<file path="src/hw/hsap_pkg.sv">
package hsap_pkg;
   // Timing
   localparam int CLK_NS = 100;
   localparam int SYNC_CYCLES = 2;
   localparam int PRIV_TMO_NS = 2000;
   localparam int PRIV_TMO_CYC = (PRIV_TMO_NS + CLK_NS - 1) / CLK_NS;
   localparam logic [7:0] SYNC_LAST = 8'(SYNC_CYCLES - 1);
   localparam logic [7:0] TMO_LAST = 8'(PRIV_TMO_CYC - 1);

   // Register indexes and byte addresses
   localparam logic [7:0] IDX_IRQ = 8'h00;
   localparam logic [7:0] IDX_CTRL = 8'h02;
   localparam logic [7:0] IDX_ERR = 8'h03;
   localparam logic [7:0] ADDR_IRQ = 8'(IDX_IRQ * 4);
   localparam logic [7:0] ADDR_CTRL = 8'(IDX_CTRL * 4);
   localparam logic [7:0] ADDR_ERR = 8'(IDX_ERR * 4);

   // Control/status field positions
   localparam int CTRL_PER_PW = 0;
   localparam int CTRL_MODE_LO = 1;
   localparam int CTRL_MODE_HI = 2;
   localparam int CTRL_RAM_PW = 3;

   // Access mode field encodings
   localparam logic [1:0] MODE_SHARED = 2'h0;
   localparam logic [1:0] MODE_PER_HO = 2'h1;
   localparam logic [1:0] MODE_RAM_HO = 2'h2;
   localparam logic [1:0] MODE_HO = 2'h3;

   // Reset values
   localparam logic [1:0] MODE_RST = MODE_HO;
   localparam logic [7:0] IRQ_RST = 8'hFF;
   localparam logic PW_RST = 1'h0;

   // Error cause bits
   localparam int ERR_SEL = 0;
   localparam int ERR_REG = 1;
   localparam int ERR_TMO = 2;
   localparam int ERR_WID = 3;
   localparam int ERR_PRIV = 4;
   localparam int ERR_DSP = 5;

   // Host select encodings and exclusive block size (8K bytes)
   localparam logic [1:0] SEL_RAM = 2'h1;
   localparam logic [1:0] SEL_PER = 2'h2;
   localparam int EXCL_SHIFT = 13;

   typedef struct packed {
      logic we;
      logic [1:0] sel;
      logic size16;
      logic [23:0] addr;
      logic [15:0] wdata;
   } hsap_hreq_t;

   typedef struct packed {
      logic we;
      logic per;
      logic [23:0] addr;
      logic [15:0] wdata;
   } hsap_dreq_t;

   typedef struct packed {
      logic we;
      logic [23:0] addr;
      logic [15:0] wdata;
   } hsap_cmd_t;

   typedef enum logic [2:0] {H_IDLE, H_SYNC, H_ARB, H_BUSY, H_TMO} hsap_hstate_t;
   typedef enum logic [1:0] {D_IDLE, D_WAIT, D_BUSY} hsap_dstate_t;
endpackage : hsap_pkg

</file>
<file path="src/hw/hsap_port.sv">
// Contract
// Only DSP writes mode; host reads it
// RAM and peripherals moded independently
// Mode codes; mode 11 aborts DSP accesses
// DSP reset forces host-only on both
// DSP reset release selects shared on both
// Host-only RAM: DSP kept off exclusive part
// Host-only RAM: pass through, no waits
// Host-only peripherals: pass through, no resync
// Shared mode: resynchronise host accesses first
// Same memory block: DSP wins, host delayed
// Same peripheral together: DSP granted first
// Started host transfer finishes before DSP
// Host-only peripherals: DSP access bus error
// Host to private peripheral times out
// Posted writes acknowledged before completion
// Two posted enables, host only, reset 0
// Host-only change waits for posted writes
// Malformed host select aborts
// Wrong-direction register access aborts
// Bridge timeout relayed as host abort
// Width mismatch to peripheral aborts
// All bus errors recorded in cause register; DSP bridge timeout aborts are not recorded here
// DSP status interrupt forwarded to host
// Host zero write raises DSP interrupt
// Interrupt flags reset and return to ones
// Host-only resource ignores posted enable
//
// Decided for this implementation: the placing of the registers and strobed register access.
module hsap_port (
   // Clock and reset
   input wire logic clk,
   input wire logic nrst,
   // Host register port
   input wire logic [7:0] reg_addr,
   input wire logic [15:0] reg_wdata,
   input wire logic reg_wr,
   input wire logic reg_rd,
   output logic [15:0] reg_rdata,
   output logic reg_abort,
   // Host transfer request and answer
   input wire logic host_req,
   input wire hsap_pkg::hsap_hreq_t host_in,
   output logic host_ready,
   output logic host_ack,
   output logic host_abort,
   output logic [15:0] host_rdata,
   // DSP side
   input wire logic dsp_reset,
   input wire logic dsp_mode_wr,
   input wire logic [1:0] dsp_mode_wdata,
   output logic [1:0] dsp_mode,
   input wire logic dsp_req,
   input wire hsap_pkg::hsap_dreq_t dsp_in,
   output logic dsp_ack,
   output logic dsp_abort,
   output logic [15:0] dsp_rdata,
   input wire logic [15:0] excl_size,
   // Interrupts
   input wire logic dsp_status_irq_n,
   output logic host_irq_n,
   output logic [7:0] dsp_irq,
   // Memory target
   output logic mem_req,
   output hsap_pkg::hsap_cmd_t mem_cmd,
   input wire logic mem_ack,
   input wire logic [15:0] mem_rdata,
   // Peripheral bus bridge target
   output logic per_req,
   output hsap_pkg::hsap_cmd_t per_cmd,
   input wire logic per_ack,
   input wire logic per_timeout,
   input wire logic [15:0] per_rdata,
   input wire logic per_is16,
   input wire logic per_private
);
   logic rst_q1;
   logic rst_n_s;
   logic dres_q1;
   logic dres_s;
   logic dres_d;
   logic irq_q1;
   logic [1:0] mode;
   logic [1:0] pend_mode;
   logic pend_valid;
   logic ram_pw_en;
   logic per_pw_en;
   logic [7:0] irq_flags;
   logic [7:0] err;
   logic [7:0] next_err;
   logic [7:0] err_ev;
   logic [7:0] cnt;
   logic hposted;
   hsap_pkg::hsap_hreq_t hreq;
   hsap_pkg::hsap_dreq_t dreq;
   hsap_pkg::hsap_hstate_t hstate;
   hsap_pkg::hsap_hstate_t next_hstate;
   hsap_pkg::hsap_dstate_t dstate;
   hsap_pkg::hsap_dstate_t next_dstate;

   // Reset release through two flip-flops
   always_ff @(posedge clk or negedge nrst) begin
      if (!nrst) begin
         rst_q1 <= 1'b0;
         rst_n_s <= 1'b0;
      end else begin
         rst_q1 <= 1'b1;
         rst_n_s <= rst_q1;
      end
   end

   // Synchronisers for DSP reset and the DSP status interrupt
   always_ff @(posedge clk or negedge rst_n_s) begin
      if (!rst_n_s) begin
         dres_q1 <= 1'b1;
         dres_s <= 1'b1;
         dres_d <= 1'b1;
         irq_q1 <= 1'b1;
         host_irq_n <= 1'b1;
      end else begin
         dres_q1 <= dsp_reset;
         dres_s <= dres_q1;
         dres_d <= dres_s;
         irq_q1 <= dsp_status_irq_n;
         host_irq_n <= irq_q1;
      end
   end

   // Mode decode
   wire dres_fall = dres_d & ~dres_s;
   wire ram_ho = mode[1];
   wire per_ho = mode[0];
   wire to_ho = |(dsp_mode_wdata & ~mode);

   // Host request decode at take
   wire take = host_req & (hstate == hsap_pkg::H_IDLE);
   wire in_per = host_in.sel == hsap_pkg::SEL_PER;
   wire sel_bad = (host_in.sel != hsap_pkg::SEL_PER) && (host_in.sel != hsap_pkg::SEL_RAM);
   wire wmis = in_per & (host_in.size16 != per_is16);
   wire h_bad = sel_bad | wmis;
   wire h_priv = in_per & per_private;
   wire in_ho = in_per ? per_ho : ram_ho;
   wire in_pw = host_in.we & ~in_ho & (in_per ? per_pw_en : ram_pw_en);
   wire hq_per = hreq.sel == hsap_pkg::SEL_PER;

   // Resource claims between the two parties
   wire dsp_on_in = (dstate == hsap_pkg::D_BUSY) && (dreq.per == in_per);
   wire dsp_claims_q = (dstate != hsap_pkg::D_IDLE) && (dreq.per == hq_per);
   wire h_done_ev = hq_per ? (per_ack | per_timeout) : mem_ack;
   wire h_done = (hstate == hsap_pkg::H_BUSY) & h_done_ev;
   wire tmo_end = (hstate == hsap_pkg::H_TMO) && (cnt == hsap_pkg::TMO_LAST);

   // Host sequencer next state
   always_comb begin
      next_hstate = hstate;
      case (hstate)
         hsap_pkg::H_IDLE: begin
            if (take) begin
               if (h_bad) begin
                  next_hstate = hsap_pkg::H_IDLE;
               end else if (h_priv) begin
                  next_hstate = hsap_pkg::H_TMO;
               end else if (in_ho && !dsp_on_in) begin
                  next_hstate = hsap_pkg::H_BUSY;
               end else if (in_ho) begin
                  next_hstate = hsap_pkg::H_ARB;
               end else begin
                  next_hstate = hsap_pkg::H_SYNC;
               end
            end
         end
         hsap_pkg::H_SYNC: begin
            if (cnt == hsap_pkg::SYNC_LAST) begin
               next_hstate = hsap_pkg::H_ARB;
            end
         end
         hsap_pkg::H_ARB: begin
            if (!dsp_claims_q) begin
               next_hstate = hsap_pkg::H_BUSY;
            end
         end
         hsap_pkg::H_BUSY: begin
            if (h_done_ev) begin
               next_hstate = hsap_pkg::H_IDLE;
            end
         end
         hsap_pkg::H_TMO: begin
            if (tmo_end) begin
               next_hstate = hsap_pkg::H_IDLE;
            end
         end
         default: begin
            next_hstate = hsap_pkg::H_IDLE;
         end
      endcase
   end

   // Host issue source: live inputs on the direct path, held request otherwise
   wire host_go = (next_hstate == hsap_pkg::H_BUSY) && (hstate != hsap_pkg::H_BUSY);
   wire hsap_pkg::hsap_hreq_t hsrc = (hstate == hsap_pkg::H_IDLE) ? host_in : hreq;
   wire go_per = hsrc.sel == hsap_pkg::SEL_PER;
   wire h_holds_ram = ((hstate == hsap_pkg::H_BUSY) && !hq_per) || (host_go && !go_per);
   wire h_holds_per = ((hstate == hsap_pkg::H_BUSY) && hq_per) || (host_go && go_per);

   // DSP request decode
   wire d_take = dsp_req & (dstate == hsap_pkg::D_IDLE);
   wire [23:0] d_blk = dsp_in.addr >> hsap_pkg::EXCL_SHIFT;
   wire in_excl = d_blk < {8'h00, excl_size};
   wire d_bad_mode = mode == hsap_pkg::MODE_HO;
   wire d_bad_per = dsp_in.per & per_ho;
   wire d_bad_ram = ~dsp_in.per & ram_ho & in_excl;
   wire d_bad = d_bad_mode | d_bad_per | d_bad_ram;
   wire d_holds = dreq.per ? h_holds_per : h_holds_ram;
   wire dsp_gnt = (dstate == hsap_pkg::D_WAIT) && !d_holds;
   wire d_done = (dstate == hsap_pkg::D_BUSY) && (dreq.per ? (per_ack | per_timeout) : mem_ack);

   // DSP sequencer next state
   always_comb begin
      next_dstate = dstate;
      case (dstate)
         hsap_pkg::D_IDLE: begin
            if (d_take && !d_bad) begin
               next_dstate = hsap_pkg::D_WAIT;
            end
         end
         hsap_pkg::D_WAIT: begin
            if (dsp_gnt) begin
               next_dstate = hsap_pkg::D_BUSY;
            end
         end
         hsap_pkg::D_BUSY: begin
            if (d_done) begin
               next_dstate = hsap_pkg::D_IDLE;
            end
         end
         default: begin
            next_dstate = hsap_pkg::D_IDLE;
         end
      endcase
   end

   // Register decode
   wire wr_irq = reg_wr && (reg_addr == hsap_pkg::ADDR_IRQ);
   wire wr_ctrl = reg_wr && (reg_addr == hsap_pkg::ADDR_CTRL);
   wire wr_err = reg_wr && (reg_addr == hsap_pkg::ADDR_ERR);
   wire rd_irq = reg_rd && (reg_addr == hsap_pkg::ADDR_IRQ);
   wire rd_ctrl = reg_rd && (reg_addr == hsap_pkg::ADDR_CTRL);
   wire rd_err = reg_rd && (reg_addr == hsap_pkg::ADDR_ERR);
   wire reg_bad = rd_irq | wr_err;
   wire [15:0] ctrl_val = {12'h000, ram_pw_en, mode, per_pw_en};

   // Error cause events; a new event beats a read clear
   wire per_tmo_hit = h_done && hq_per && per_timeout;
   assign err_ev = {2'h0, d_take & d_bad, tmo_end, take & wmis, per_tmo_hit, reg_bad,
                    take & sel_bad};
   assign next_err = (rd_err ? 8'h00 : err) | err_ev;

   // Sequencer state, counter and held requests
   always_ff @(posedge clk or negedge rst_n_s) begin
      if (!rst_n_s) begin
         hstate <= hsap_pkg::H_IDLE;
         dstate <= hsap_pkg::D_IDLE;
         host_ready <= 1'b1;
         cnt <= 8'h00;
         hreq <= '0;
         dreq <= '0;
      end else begin
         hstate <= next_hstate;
         dstate <= next_dstate;
         host_ready <= next_hstate == hsap_pkg::H_IDLE;
         cnt <= (next_hstate != hstate) ? 8'h00 : cnt + 8'h01;
         if (take) begin
            hreq <= host_in;
         end
         if (d_take) begin
            dreq <= dsp_in;
         end
      end
   end

   // Posted write tracking
   always_ff @(posedge clk or negedge rst_n_s) begin
      if (!rst_n_s) begin
         hposted <= 1'b0;
      end else if (take && !h_bad) begin
         hposted <= in_pw;
      end else if (h_done) begin
         hposted <= 1'b0;
      end
   end

   // Access mode field
   always_ff @(posedge clk or negedge rst_n_s) begin
      if (!rst_n_s) begin
         mode <= hsap_pkg::MODE_RST;
         pend_mode <= hsap_pkg::MODE_RST;
         pend_valid <= 1'b0;
      end else if (dres_s) begin
         mode <= hsap_pkg::MODE_HO;
         pend_valid <= 1'b0;
      end else if (dres_fall) begin
         mode <= hsap_pkg::MODE_SHARED;
      end else if (dsp_mode_wr && to_ho && hposted) begin
         pend_mode <= dsp_mode_wdata;
         pend_valid <= 1'b1;
      end else if (dsp_mode_wr) begin
         mode <= dsp_mode_wdata;
         pend_valid <= 1'b0;
      end else if (pend_valid && !hposted) begin
         mode <= pend_mode;
         pend_valid <= 1'b0;
      end
   end

   // Host registers: posted enables, interrupt flags, error cause
   always_ff @(posedge clk or negedge rst_n_s) begin
      if (!rst_n_s) begin
         ram_pw_en <= hsap_pkg::PW_RST;
         per_pw_en <= hsap_pkg::PW_RST;
         irq_flags <= hsap_pkg::IRQ_RST;
         dsp_irq <= 8'h00;
         err <= 8'h00;
         dsp_mode <= hsap_pkg::MODE_RST;
      end else begin
         if (wr_ctrl) begin
            ram_pw_en <= reg_wdata[hsap_pkg::CTRL_RAM_PW];
            per_pw_en <= reg_wdata[hsap_pkg::CTRL_PER_PW];
         end
         irq_flags <= wr_irq ? reg_wdata[7:0] : hsap_pkg::IRQ_RST;
         dsp_irq <= wr_irq ? ~reg_wdata[7:0] : 8'h00;
         err <= next_err;
         dsp_mode <= next_hstate == hsap_pkg::H_IDLE ? mode : dsp_mode;
      end
   end

   // Register read data and abort, one cycle after the strobe
   always_ff @(posedge clk or negedge rst_n_s) begin
      if (!rst_n_s) begin
         reg_rdata <= 16'h0000;
         reg_abort <= 1'b0;
      end else begin
         reg_abort <= reg_bad;
         reg_rdata <= rd_ctrl ? ctrl_val : (rd_err ? {8'h00, err} : 16'h0000);
      end
   end

   // Target ports: host and DSP never hold the same resource at once
   always_ff @(posedge clk or negedge rst_n_s) begin
      if (!rst_n_s) begin
         mem_req <= 1'b0;
         per_req <= 1'b0;
         mem_cmd <= '0;
         per_cmd <= '0;
      end else begin
         mem_req <= (host_go && !go_per) || (dsp_gnt && !dreq.per);
         per_req <= (host_go && go_per) || (dsp_gnt && dreq.per);
         if (host_go) begin
            if (go_per) begin
               per_cmd <= {hsrc.we, hsrc.addr, hsrc.wdata};
            end else begin
               mem_cmd <= {hsrc.we, hsrc.addr, hsrc.wdata};
            end
         end
         if (dsp_gnt) begin
            if (dreq.per) begin
               per_cmd <= {dreq.we, dreq.addr, dreq.wdata};
            end else begin
               mem_cmd <= {dreq.we, dreq.addr, dreq.wdata};
            end
         end
      end
   end

   // Host answers
   always_ff @(posedge clk or negedge rst_n_s) begin
      if (!rst_n_s) begin
         host_ack <= 1'b0;
         host_abort <= 1'b0;
         host_rdata <= 16'h0000;
      end else begin
         host_ack <= (take && !h_bad && !h_priv && in_pw) || (h_done && !hposted && !per_tmo_hit);
         host_abort <= (take && h_bad) || tmo_end || (per_tmo_hit && !hposted);
         if (h_done && !hreq.we) begin
            host_rdata <= hq_per ? per_rdata : mem_rdata;
         end
      end
   end

   // DSP answers
   always_ff @(posedge clk or negedge rst_n_s) begin
      if (!rst_n_s) begin
         dsp_ack <= 1'b0;
         dsp_abort <= 1'b0;
         dsp_rdata <= 16'h0000;
      end else begin
         dsp_ack <= d_done && !(dreq.per && per_timeout);
         dsp_abort <= (d_take && d_bad) || (d_done && dreq.per && per_timeout);
         if (d_done && !dreq.we) begin
            dsp_rdata <= dreq.per ? per_rdata : mem_rdata;
         end
      end
   end

   // Checks
   localparam int TMO_MAX = 22;
endmodule : hsap_port

</file>
<file path="config.mk">
export PLATFORM = sky130hd
export DESIGN_NAME = hsap_port
export DESIGN_NICKNAME = d
export VERILOG_FILES = /design/src/hw/hsap_pkg.sv /design/src/hw/hsap_port.sv
export SDC_FILE = /design/constraint.sdc
export NUM_CORES = 1
export LEC_CHECK = 0
export BUFFER_PORTS_ARGS = -buffer_cell sky130_fd_sc_hd__buf_4
export CELL_PAD_IN_SITES_DETAIL_PLACEMENT = 1
export CELL_PAD_IN_SITES_GLOBAL_PLACEMENT = 2
export CORE_ASPECT_RATIO = 0.9
export CORE_MARGIN = 10
export CORE_UTILIZATION = 29
export CTS_BUF_LIST = sky130_fd_sc_hd__clkbuf_16
export DETAILED_ROUTE_END_ITERATION = 16
export PLACE_DENSITY = 0.74
export SLEW_MARGIN = 20
export SYNTH_ARGS = -nofsm -noshare
export SYNTH_HDL_FRONTEND = slang
export SYNTH_SLANG_ARGS = --single-unit
</file>
<file path="constraint.sdc">
create_clock -name clk -period 8 [get_ports clk]
set_input_delay 0.8 -clock clk [delete_from_list [all_inputs] [get_ports clk]]
set_output_delay 0.8 -clock clk [all_outputs]
set_load 0.1 [all_outputs]
</file>
==> results.py, run 1 <==
metrics = {
    "routing": {
        "drcViolationCount": 0,
        "firstDrtPassIters": 4,
        "vias": 9193,
        "vias_per_cell": 4.67,
        "drtIter0Drc": 443,
        "antenna_left": 0,
        "routedWlPerCell_um": 20.6,
        "wl_mm": 40.6,
    },
    "floorplanning": {
        "num_io_pins": 323,
        "core_sq_um": 40500,
        "die_area_sq_um": 49200,
        "rows": 70,
        "start_util_pct": 29.2,
        "die_h_um": 211,
        "die_w_um": 233,
    },
    "critical_path": {
        "critical_path_class": "flop to flop",
        "cp-end-kind": "flop",
        "critPathMaxFanout": 43,
        "startpoint": "hstate[2]$_DFF_PN0_",
        "critPathLaunchType": "flop",
        "required_ps": 8440,
        "regToRegSetupSlack_ps": 4450,
        "rr_startpoint": "hstate[2]$_DFF_PN0_",
        "arrival_ps": 4000,
    },
    "global_routing": {
        "grt_usage_pct": 16.0,
        "grt_pass1_wl_mm": 61.9,
        "antenna_found_initial": 2,
        "overflow": 0,
        "first_global_vias": 10102,
        "grt_max_degree": 133,
    },
    "final_layout": {
        "multi_input_area_sq_um": 5030,
        "nets": 1595,
        "layout.area.seq_sq_um": 6450,
        "layout-drive-gt1-share_pct": 28.1,
        "fill_cells": 4600,
        "num_antenna_cells": 0,
        "areaGrowthSynthToFinish_pct": 32.0,
    },
    "logic_synthesis": {
        "syn_area_sq_um": 11800,
        "ys_warn_count": 0,
        "synth.ff_latch_count": 257,
        "synth_ff_type": "dfrtp_1",
        "synth_edf_count": 0,
        "ys_async_sr_fraction_pct": 100,
        "avgSynthCellArea_sq_um": 10.6,
        "syn_inst": 1116,
        "ys_seq_area_share_pct": 54.6,
        "synth_cell_types": 57,
    },
    "sta": {
        "relSlewSlack_pct": 31.0,
        "rsz0062_at_grt": "false",
        "max_freq_mhz": 281,
        "fin_skew_ps": 12.3,
        "period_share_pct": 44.4,
        "final-max-slew-violation-count": 0,
        "tns_ps": 0,
        "worstMarginPinSlew_ps": 1030,
        "finalHoldViolations": 0,
        "min_period_ps": 3550,
        "finalSetupViolations": 0,
    },
    "place": {
        "hpwlAfterDp_mm": 27.5,
        "portBuffers": 304,
        "place_congestion": 0.766,
    },
    "clock_tree": {
        "cts_setup_buffers": 0,
        "clock-sinks": 257,
        "post_cts_resized": 0,
        "cts-buffers-inserted": 30,
        "holdBufCountCts": 1,
        "cts_tree": "done",
        "cts.clk_slew.worst_paths_ps": 60,
        "clockRootBuffer": "clkbuf_16",
        "cts_buffer_depth": 3,
        "clk_latency_ps": 560,
        "htreeDepth": 1,
    },
    "min_path": {
        "min_from": "rst_q1$_DFF_PN0_",
        "hp-class": "flop to flop",
    },
    "outcome": {
        "status": "finished, final reports clean",
    },
    "run": {
        "max_cap_violations": 0,
    },
}
-- flip-flops by register name, indices dropped and copies added (netlist names), 2 cells and up --
signal      count
host_rdata     16
dstate          2
reg_rdata       6
err             6
mem_cmd        41
hreq           43
dsp_rdata      16
dsp_mode        2
dsp_irq         8
hstate          3
per_cmd        41
mode            2
dreq           42
cnt             8
pend_mode       2
-- layout by cell type (no fill, tap or decap), types with 4 or more instances in the layout --
cell type	Yosys	routed
a21o_1	4	4
a21oi_1	25	25
a31oi_1	20	20
buf_4	16	315
clkbuf_16	0	31
clkinv_1	0	4
clkinv_2	0	8
conb_1	2	11
dfrtp_1	245	244
dfstp_2	12	12
ha_1	14	14
inv_1	22	31
mux2_2	10	10
mux2i_1	228	228
nand2_1	305	304
nand2b_1	6	6
nand3_1	9	8
nor2_1	58	57
nor3_1	13	10
nor3_2	1	4
o21ai_0	11	11
xnor2_1	5	5
xor2_1	4	4
-- Yosys cell counts, types with 9 or more instances --
cell type / count / share of area (%)
clkbuf_1: 42 / 1.3
o21ai_0: 11 / 0.47
nor2_1: 58 / 1.8
nor3_1: 13 / 0.55
dfrtp_1: 245 / 52
inv_1: 22 / 0.70
buf_4: 16 / 1.0
nand2_1: 305 / 9.7
mux2i_1: 228 / 19
mux2_2: 10 / 0.95
a21oi_1: 25 / 1.1
ha_1: 14 / 1.5
dfstp_2: 12 / 2.7
a31oi_1: 20 / 1.1
nand3_1: 9 / 0.38
-- logic make-up (layout without fill, tap and decap cells) --
| logic type | after synthesis | in the layout | synth area share (%) |
|---|---|---|---|
| buffers and inverters | 90 | 395 | 3.44 |
| AO/OA/AOI/OAI | 85 | 85 | 4.75 |
| multiplexers | 238 | 238 | 20.3 |
| AND/OR/NAND/NOR | 421 | 421 | 14.7 |
| adder cells (fa/ha/maj) | 14 | 14 | 1.48 |
| flip-flops | 257 | 257 | 54.6 |
| other | 2 | 11 | 0.0636 |
| XOR/XNOR | 9 | 9 | 0.668 |
-- through the flow --
stage | worst slack (ps) | std cells | util, % | hold WS, ps | cell area, sq um
CTS | 4430 | 1970 | 38.5 | 319 | 15600
finish | 4450 | 1970 | 38.5 | 350 | 15600
floorplan | 328 | 1125 | - | 331 | 11800
detailed placement | 4020 | 1914 | 36.1 | 342 | 14600
global route | 4320 | 1970 | 38.5 | 320 | 15600
global placement | 4060 | 1914 | 36.1 | 338 | 14600
-- area by class of cell --
type | instances | share of cell area, %
Timing Repair Buffer | 318 | 15.4
Clock buffer | 31 | 4.98
Inverter | 22 | 0.530
Sequential cell | 257 | 41.4
Clock inverter | 24 | 1.01
Tap cell | 540 | 4.34
Multi-Input combinational cell | 778 | 32.3
-- path summary, 6_finish.rpt --
path / end / cells past startpoint
worst max-delay path: dstate[1]$_DFFE_PN0P_ / 6
worst min-delay path: rst_n_s$_DFF_PN0_ / 0
worst max register to register: dstate[1]$_DFFE_PN0P_ / 6
worst min register to register: rst_n_s$_DFF_PN0_ / 0
max in group asynchronous: dreq[18]$_DFFE_PN0P_ / 1
min in group asynchronous: dreq[40]$_DFFE_PN0P_ / 0
-- critical path: stages, from the launching register on --
cell and delay, ps:
dfrtp_1 470, or4b_2 760, a21oi_4 180, nand2_1 90, o21bai_1 440, nand3_4 900, a221o_1 580
-- metal layers --
| metal | up-vias | wire, um | GRT usage, % |
|---|---|---|---|
| met4 | 4 | 643 | 3.09 |
| met5 | - | 27 | 0 |
| met1 | 4605 | 17900 | 20.3 |
| met3 | 46 | 2840 | 4.94 |
| li1 | 4327 | - | - |
| met2 | 211 | 19200 | 26.7 |
Power of run 1 is not shown: default switching activity piles up to over one toggle a cycle in this logic, so the estimate is an artifact.
==> run 2, diff against run 1 <==
ABC_AREA = 1   (was not set)
CORE_UTILIZATION = 30   (was 29)
PLACE_DENSITY = 0.79   (was 0.74)
clock period = 3.3 ns   (was 8 ns; I/O delays follow)
==> run 2 against run 1 <==
Net effect:
- final cell count grew 22%
- highest routed layer is now met4
- routed wire length grew 13%
- clock skew grew 7.7 ps
- critical path depth grew 8
- sequential share of layout area shrank 2.4 points
- die area grew 0.42%
- core utilization grew 2.3 points
- area after synthesis grew 3.9%
==> results.py, run 2 <==
metrics = {
    "routing": {
        "wl_mm": 45.8,
        "drtIter0Drc": 560,
        "routedWlPerCell_um": 19.1,
        "vias_per_cell": 4.79,
        "vias": 11517,
        "firstDrtPassIters": 5,
        "drcViolationCount": 0,
        "antenna_left": 0,
    },
    "pwr": {
        "leakagePower_nw": 8.52,
        "power.density_nw_per_um2": 1170,
        "peakVddDrop_mv": 0.827,
        "p_total_mw": 19.4,
    },
    "logic_synthesis": {
        "synthTopCellsByCount": "nand2_1, dfrtp_1, o21ai_0",
        "synth.ff_latch_count": 257,
        "synth_cell_types": 44,
        "yosys.area.top_type": "dfrtp_1",
        "avgSynthCellArea_sq_um": 8.06,
        "yosysMostFrequentCell": "nand2_1",
        "synth_ff_type": "dfrtp_1",
        "synthTopCellsByArea": "dfrtp_1, nand2_1, o21ai_0",
        "ys_seq_area_share_pct": 52.5,
        "synth_top_area_share_pct": 50.0,
        "ys_async_sr_fraction_pct": 100,
        "syn_area_sq_um": 12300,
        "syn_inst": 1523,
        "synth_edf_count": 0,
        "ys_warn_count": 0,
    },
    "final_layout": {
        "final_cell_mix": "nand2_1, buf_4, dfrtp_1, o21ai_0, inv_1",
        "final_common_cell": "nand2_1",
        "fill_cells": 4830,
        "nets": 2028,
        "layout-drive-gt1-share_pct": 21.7,
        "top_regs": "hreq (43), dreq (42)",
        "largest_reg_flops": 43,
        "top_register": "hreq",
        "design_area_sq_um": 16500,
        "num_antenna_cells": 0,
        "areaGrowthSynthToFinish_pct": 34.8,
    },
    "clock_tree": {
        "cts_tree": "done",
        "clockRootBuffer": "clkbuf_16",
        "cts.clk_slew.worst_paths_ps": 60,
        "htreeDepth": 1,
        "cts_buffer_depth": 3,
        "cts-buffers-inserted": 31,
        "clk_latency_ps": 570,
        "clock-sinks": 257,
    },
    "floorplanning": {
        "num_io_pins": 323,
        "die_w_um": 233,
        "die_h_um": 212,
        "die_area_sq_um": 49400,
        "core_sq_um": 40600,
        "rows": 70,
        "start_util_pct": 30.3,
    },
    "sta": {
        "finalSetupViolations": 0,
        "worstMarginPinSlew_ps": 952,
        "hold_slack_ps": 35.1,
        "rsz0062_at_grt": "false",
        "period_share_pct": 80.4,
        "postLayoutSetupSlackWorst_ps": 646,
        "min_period_ps": 2650,
        "fin_skew_ps": 19.9,
        "relSlewSlack_pct": 36.4,
        "tns_ps": 0,
        "max_freq_mhz": 377,
        "finalHoldViolations": 0,
        "final-max-slew-violation-count": 0,
    },
    "critical_path": {
        "critPathLaunchType": "flop",
        "critical_path_class": "flop to flop",
        "critPathMaxFanout": 105,
        "arrival_ps": 3150,
        "required_ps": 3800,
        "cp_num_buf_inv": 3,
        "cpPeakStageDelay_ps": 450,
        "timing.critical_path.mode_cell": "nand2_1",
        "slowest_stage": "buf_12",
        "worstPathCellList": "inv_1 > nand2_1 > inv_1 > nand2_1 > nand3_1 > nand2_1 > nor2_1 > nand2_4 > nand3_4 > buf_12 > nand2_1 > o21ai_1 > nand2_1 > nand2_1",
        "cp-end-kind": "flop",
        "cp_top_family": "simple AND/OR/NAND/NOR gates",
    },
    "global_routing": {
        "grt_usage_pct": 18.3,
        "overflow": 0,
        "first_global_vias": 12283,
        "antenna_found_initial": 0,
        "grt_pass1_wl_mm": 72.2,
        "grt_max_degree": 106,
    },
    "run": {
        "max_cap_violations": 0,
    },
    "place": {
        "dp_slack_ps": 600,
        "hpwlAfterDp_mm": 31.2,
        "placed_cell_area_sq_um": 15100,
        "place_congestion": 0.780,
        "portBuffers": 304,
    },
    "outcome": {
        "status": "finished, final reports clean",
    },
    "min_path": {
        "hp-class": "input pin to flop",
    },
}
==> run 2: cell count changes in the layout (fill, tap and decap cells not counted), moves of 9 or more <==
| cell | change |
|---|---|
| buf_4 | +9 |
| nand2_1 | +251 |
| inv_1 | +75 |
| nor2_1 | +30 |
| nand4_1 | +82 |
| mux2i_1 | -228 |
| a21oi_1 | -12 |
| o21ai_1 | +84 |
| o21ai_0 | +106 |
| nand3_1 | +11 |
| dlygate4sd3_1 | +49 |
| o41ai_1 | +17 |
==> run 2: final cells by class <==
class / count / area, sq um / area share (%)
Clock buffer: 31 / 776 / 4.69
Tap cell: 540 / 676 / 4.09
Inverter: 100 / 375 / 2.27
Multi-Input combinational cell: 1069 / 5010 / 30.3
Timing Repair Buffer: 381 / 3070 / 18.6
Clock inverter: 25 / 181 / 1.10
Sequential cell: 257 / 6450 / 39.0
==> run 2: worst register-to-register path, stage by stage, from the launching register on <==
cell and delay (ps):
dfrtp_1 370, inv_1 80, nand2_1 180, inv_1 260, nand2_1 110, nand3_1 130
nand2_1 90, nor2_1 160, nand2_4 110, nand3_4 270, buf_12 450, nand2_1 120
o21ai_1 120, nand2_1 80, nand2_1 60
==> run 2: path summary, 6_finish.rpt <==
path                       slack, ps                        end  cells after the start                  from
setup / recovery                 650      per_cmd[37]$_DFF_PN0_                     14  hreq[41]$_DFFE_PN0P_
hold / removal                    40  host_rdata[2]$_DFFE_PN0P_                      3          per_rdata[2]
setup reg to reg                 650      per_cmd[37]$_DFF_PN0_                     14  hreq[41]$_DFFE_PN0P_
hold reg to reg                  350          rst_n_s$_DFF_PN0_                      0      rst_q1$_DFF_PN0_
max in group asynchronous       2050           irq_q1$_DFF_PN1_                      1     rst_n_s$_DFF_PN0_
min in group asynchronous        130          rst_n_s$_DFF_PN0_                      2                  nrst
==> run 2: power breakdown <==
group,internal [mW],switching [mW]
logic,2.35,8.49
clock network,1.91,1.37
registers,4.41,0.855
total,8.67,10.7
==> run 2: layer usage <==
metal | track usage, % | share of wire (%)
met4 | 3.71 | 1.9
met2 | 31.1 | 48
met5 | 0 | 0
met1 | 23.4 | 45
met3 | 4.20 | 5.5
==> run 2: repair_timing <==
item                       in CTS  in global routing
buffers inserted                0                  0
hold endpoints to repair       52                  0
hold buffers                   50                  0
setup endpoints to repair       0                  0
gates resized for setup         0                  0
==> run 2: cell families (layout without fill, tap and decap cells) <==
group	Yosys count	count (layout)	share of synthesized area, %
and+or+nand+nor	773	773	26.5
xor gates and xnor gates	3	3	0.214
AOI/OAI and AO/OA	266	266	11.8
DFF	257	257	52.5
muxes	2	2	0.184
adders and majority gates	14	14	1.43
other	2	11	0.0612
buffers and inverters	206	537	7.23
==> run 2: stage by stage <==
stage               util (%)  cells
global placement        37.2   2297
floorplan                  -   1532
finish                  40.8   2403
CTS                     40.8   2403
global route            40.8   2403
detailed placement      37.2   2297
No activity file was read; power rests on OpenSTA's default activity.
==> run 3, diff against run 2 <==
ABC_AREA = 0   (was 1)
CORE_UTILIZATION = 29   (was 30)
PLACE_DENSITY = 0.74   (was 0.79)
clock period = 2.35 ns   (was 3.3 ns; I/O delays follow)
==> run 3 against run 2 <==
Net effect:
- the flow now finishes with violations (setup timing)
- routed wire length decreased by 4.7%
- die area is 0.42% lower
- global-route usage down 1.2 points
- sequential cell count unchanged
- final cell count is 10% lower
- largest cell class unchanged
==> results.py, run 3 (synthesis results as in run 1) <==
metrics = {
    "outcome": {
        "status": "finished, violations left",
        "violations": "setup timing",
    },
    "min_path": {
        "hp-class": "input pin to flop",
    },
    "final_layout": {
        "fill_cells": 4497,
        "largest_reg_flops": 43,
        "top_register": "hreq",
        "layout-drive-gt1-share_pct": 29.0,
        "top_regs": "hreq (43), dreq (42)",
        "final_cell_mix": "buf_4, nand2_1, dfrtp_1, mux2i_1, dlygate4sd3_1",
        "final_common_cell": "buf_4",
        "stdcell_count": 2153,
        "nets": 1777,
        "num_antenna_cells": 0,
        "fin_util_pct": 43.7,
        "areaGrowthSynthToFinish_pct": 49.7,
    },
    "sta": {
        "rsz0062_at_grt": "true",
        "finalHoldViolations": 0,
        "hold_slack_ps": 27.8,
        "relSlewSlack_pct": 55.7,
        "finalSetupViolations": 2,
        "worstMarginPinSlew_ps": 664,
        "final-max-slew-violation-count": 0,
        "min_period_ps": 2390,
        "period_share_pct": 102,
        "max_freq_mhz": 419,
        "postLayoutSetupSlackWorst_ps": -36.1,
        "fin_skew_ps": 23.9,
        "tns_ps": -41.6,
    },
    "routing": {
        "drtIter0Drc": 464,
        "wl_mm": 43.7,
        "firstDrtPassIters": 6,
        "vias_per_cell": 4.62,
        "vias": 9941,
        "drcViolationCount": 0,
        "antenna_left": 0,
        "routedWlPerCell_um": 20.3,
    },
    "clock_tree": {
        "cts_tree": "done",
        "clk_latency_ps": 570,
        "clock-sinks": 257,
        "htreeDepth": 1,
        "cts-buffers-inserted": 31,
        "cts.clk_slew.worst_paths_ps": 60,
        "clockRootBuffer": "clkbuf_16",
        "cts_buffer_depth": 3,
    },
    "floorplanning": {
        "core_sq_um": 40500,
        "die_h_um": 211,
        "die_w_um": 233,
        "num_io_pins": 323,
        "rows": 70,
        "die_area_sq_um": 49200,
        "start_util_pct": 29.2,
    },
    "pwr": {
        "comb_power_share_pct": 57.4,
        "intPower_mw": 13.6,
        "power.density_nw_per_um2": 1650,
        "power_frac_clock_pct": 16.5,
        "switching_share_pct": 53.3,
        "p_total_mw": 29.1,
        "switchingPower_mw": 15.5,
        "peakVddDrop_mv": 1.96,
        "leakagePower_nw": 9.29,
        "p_seq_share_pct": 26.2,
    },
    "global_routing": {
        "overflow": 0,
        "grt_pass1_wl_mm": 66.5,
        "first_global_vias": 11234,
        "antenna_found_initial": 0,
        "grt_usage_pct": 17.1,
        "grt_max_degree": 74,
    },
    "critical_path": {
        "required_ps": 2830,
        "arrival_ps": 2870,
        "critPathMaxFanout": 4,
        "critPathLaunchType": "flop",
        "cp-end-kind": "flop",
        "critical_path_class": "flop to flop",
        "regToRegSetupSlack_ps": -40,
    },
    "place": {
        "hpwlAfterDp_mm": 28.8,
        "place_congestion": 0.804,
        "portBuffers": 304,
        "place_inst": 1953,
    },
    "run": {
        "max_cap_violations": 0,
    },
}
[run 3: power groups by stage]
stage	logic, mW	clock network [mW]	registers, mW
CTS	16.5	4.93	7.63
floorplan	4.45	0	15.0
finish	16.7	4.79	7.62
global route	17.6	5.13	7.86
global placement	16.1	0	7.62
detailed placement	16.3	0	7.67
[run 3: routing by layer]
metal	track usage, %	vias to the layer above	wire length, um
met4	3.20	0	747
met3	4.35	49	2610
met1	21.7	4953	19000
li1	-	4701	-
met2	29.1	238	21300
met5	0	-	0
[run 3: final timing paths]
kind                                          to              start  cells after the start
setup / recovery           dstate[0]$_DFFE_PN0P_   cnt[1]$_DFF_PN0_                      8
hold / removal               reg_abort$_DFF_PN0_        reg_addr[3]                      3
setup reg to reg           dstate[0]$_DFFE_PN0P_   cnt[1]$_DFF_PN0_                      8
hold reg to reg             dreq[34]$_DFFE_PN0P_  rst_n_s$_DFF_PN0_                      0
max in group asynchronous  mem_cmd[21]$_DFF_PN0_  rst_n_s$_DFF_PN0_                      2
min in group asynchronous   dreq[34]$_DFFE_PN0P_  rst_n_s$_DFF_PN0_                      0
[run 3: worst max-delay path: stages (launching register included)]
cell,delay [ps]
dfrtp_1,380
inv_1,60
ha_1,130
or4b_4,490
o31ai_4,230
a31oi_2,70
a311o_2,450
a311o_1,380
o2bb2ai_2,100
[run 3: layout make-up]
class / count / area, sq um / area share [%]
flip-flops and latches: 257 / 6450 / 36.5
multi-input cells: 778 / 5090 / 28.8
repair buffers: 499 / 4360 / 24.7
clock buffers: 31 / 776 / 4.39
well taps: 540 / 676 / 3.82
clock inverters: 26 / 228 / 1.29
inverters: 22 / 82.6 / 0.467
[run 3: stage by stage]
step                      cell area (sq um)  worst slack (ps)
final                                 17700             -36.1
after CTS                             17500              3.57
after global routing                  17700              -108
after detailed placement              15100              -112
after global placement                15100             -39.2
after floorplan                       11800              -223
[run 3: timing repair]
item / 4_1_cts / 5_1_grt
pin swaps: 2 / 6
gates resized for setup: 6 / 13
cloned: 0 / 6
setup endpoints to repair: 74 / 94
hold endpoints to repair: 190 / 0
setup buffers: 0 / 3
hold buffers: 134 / 0
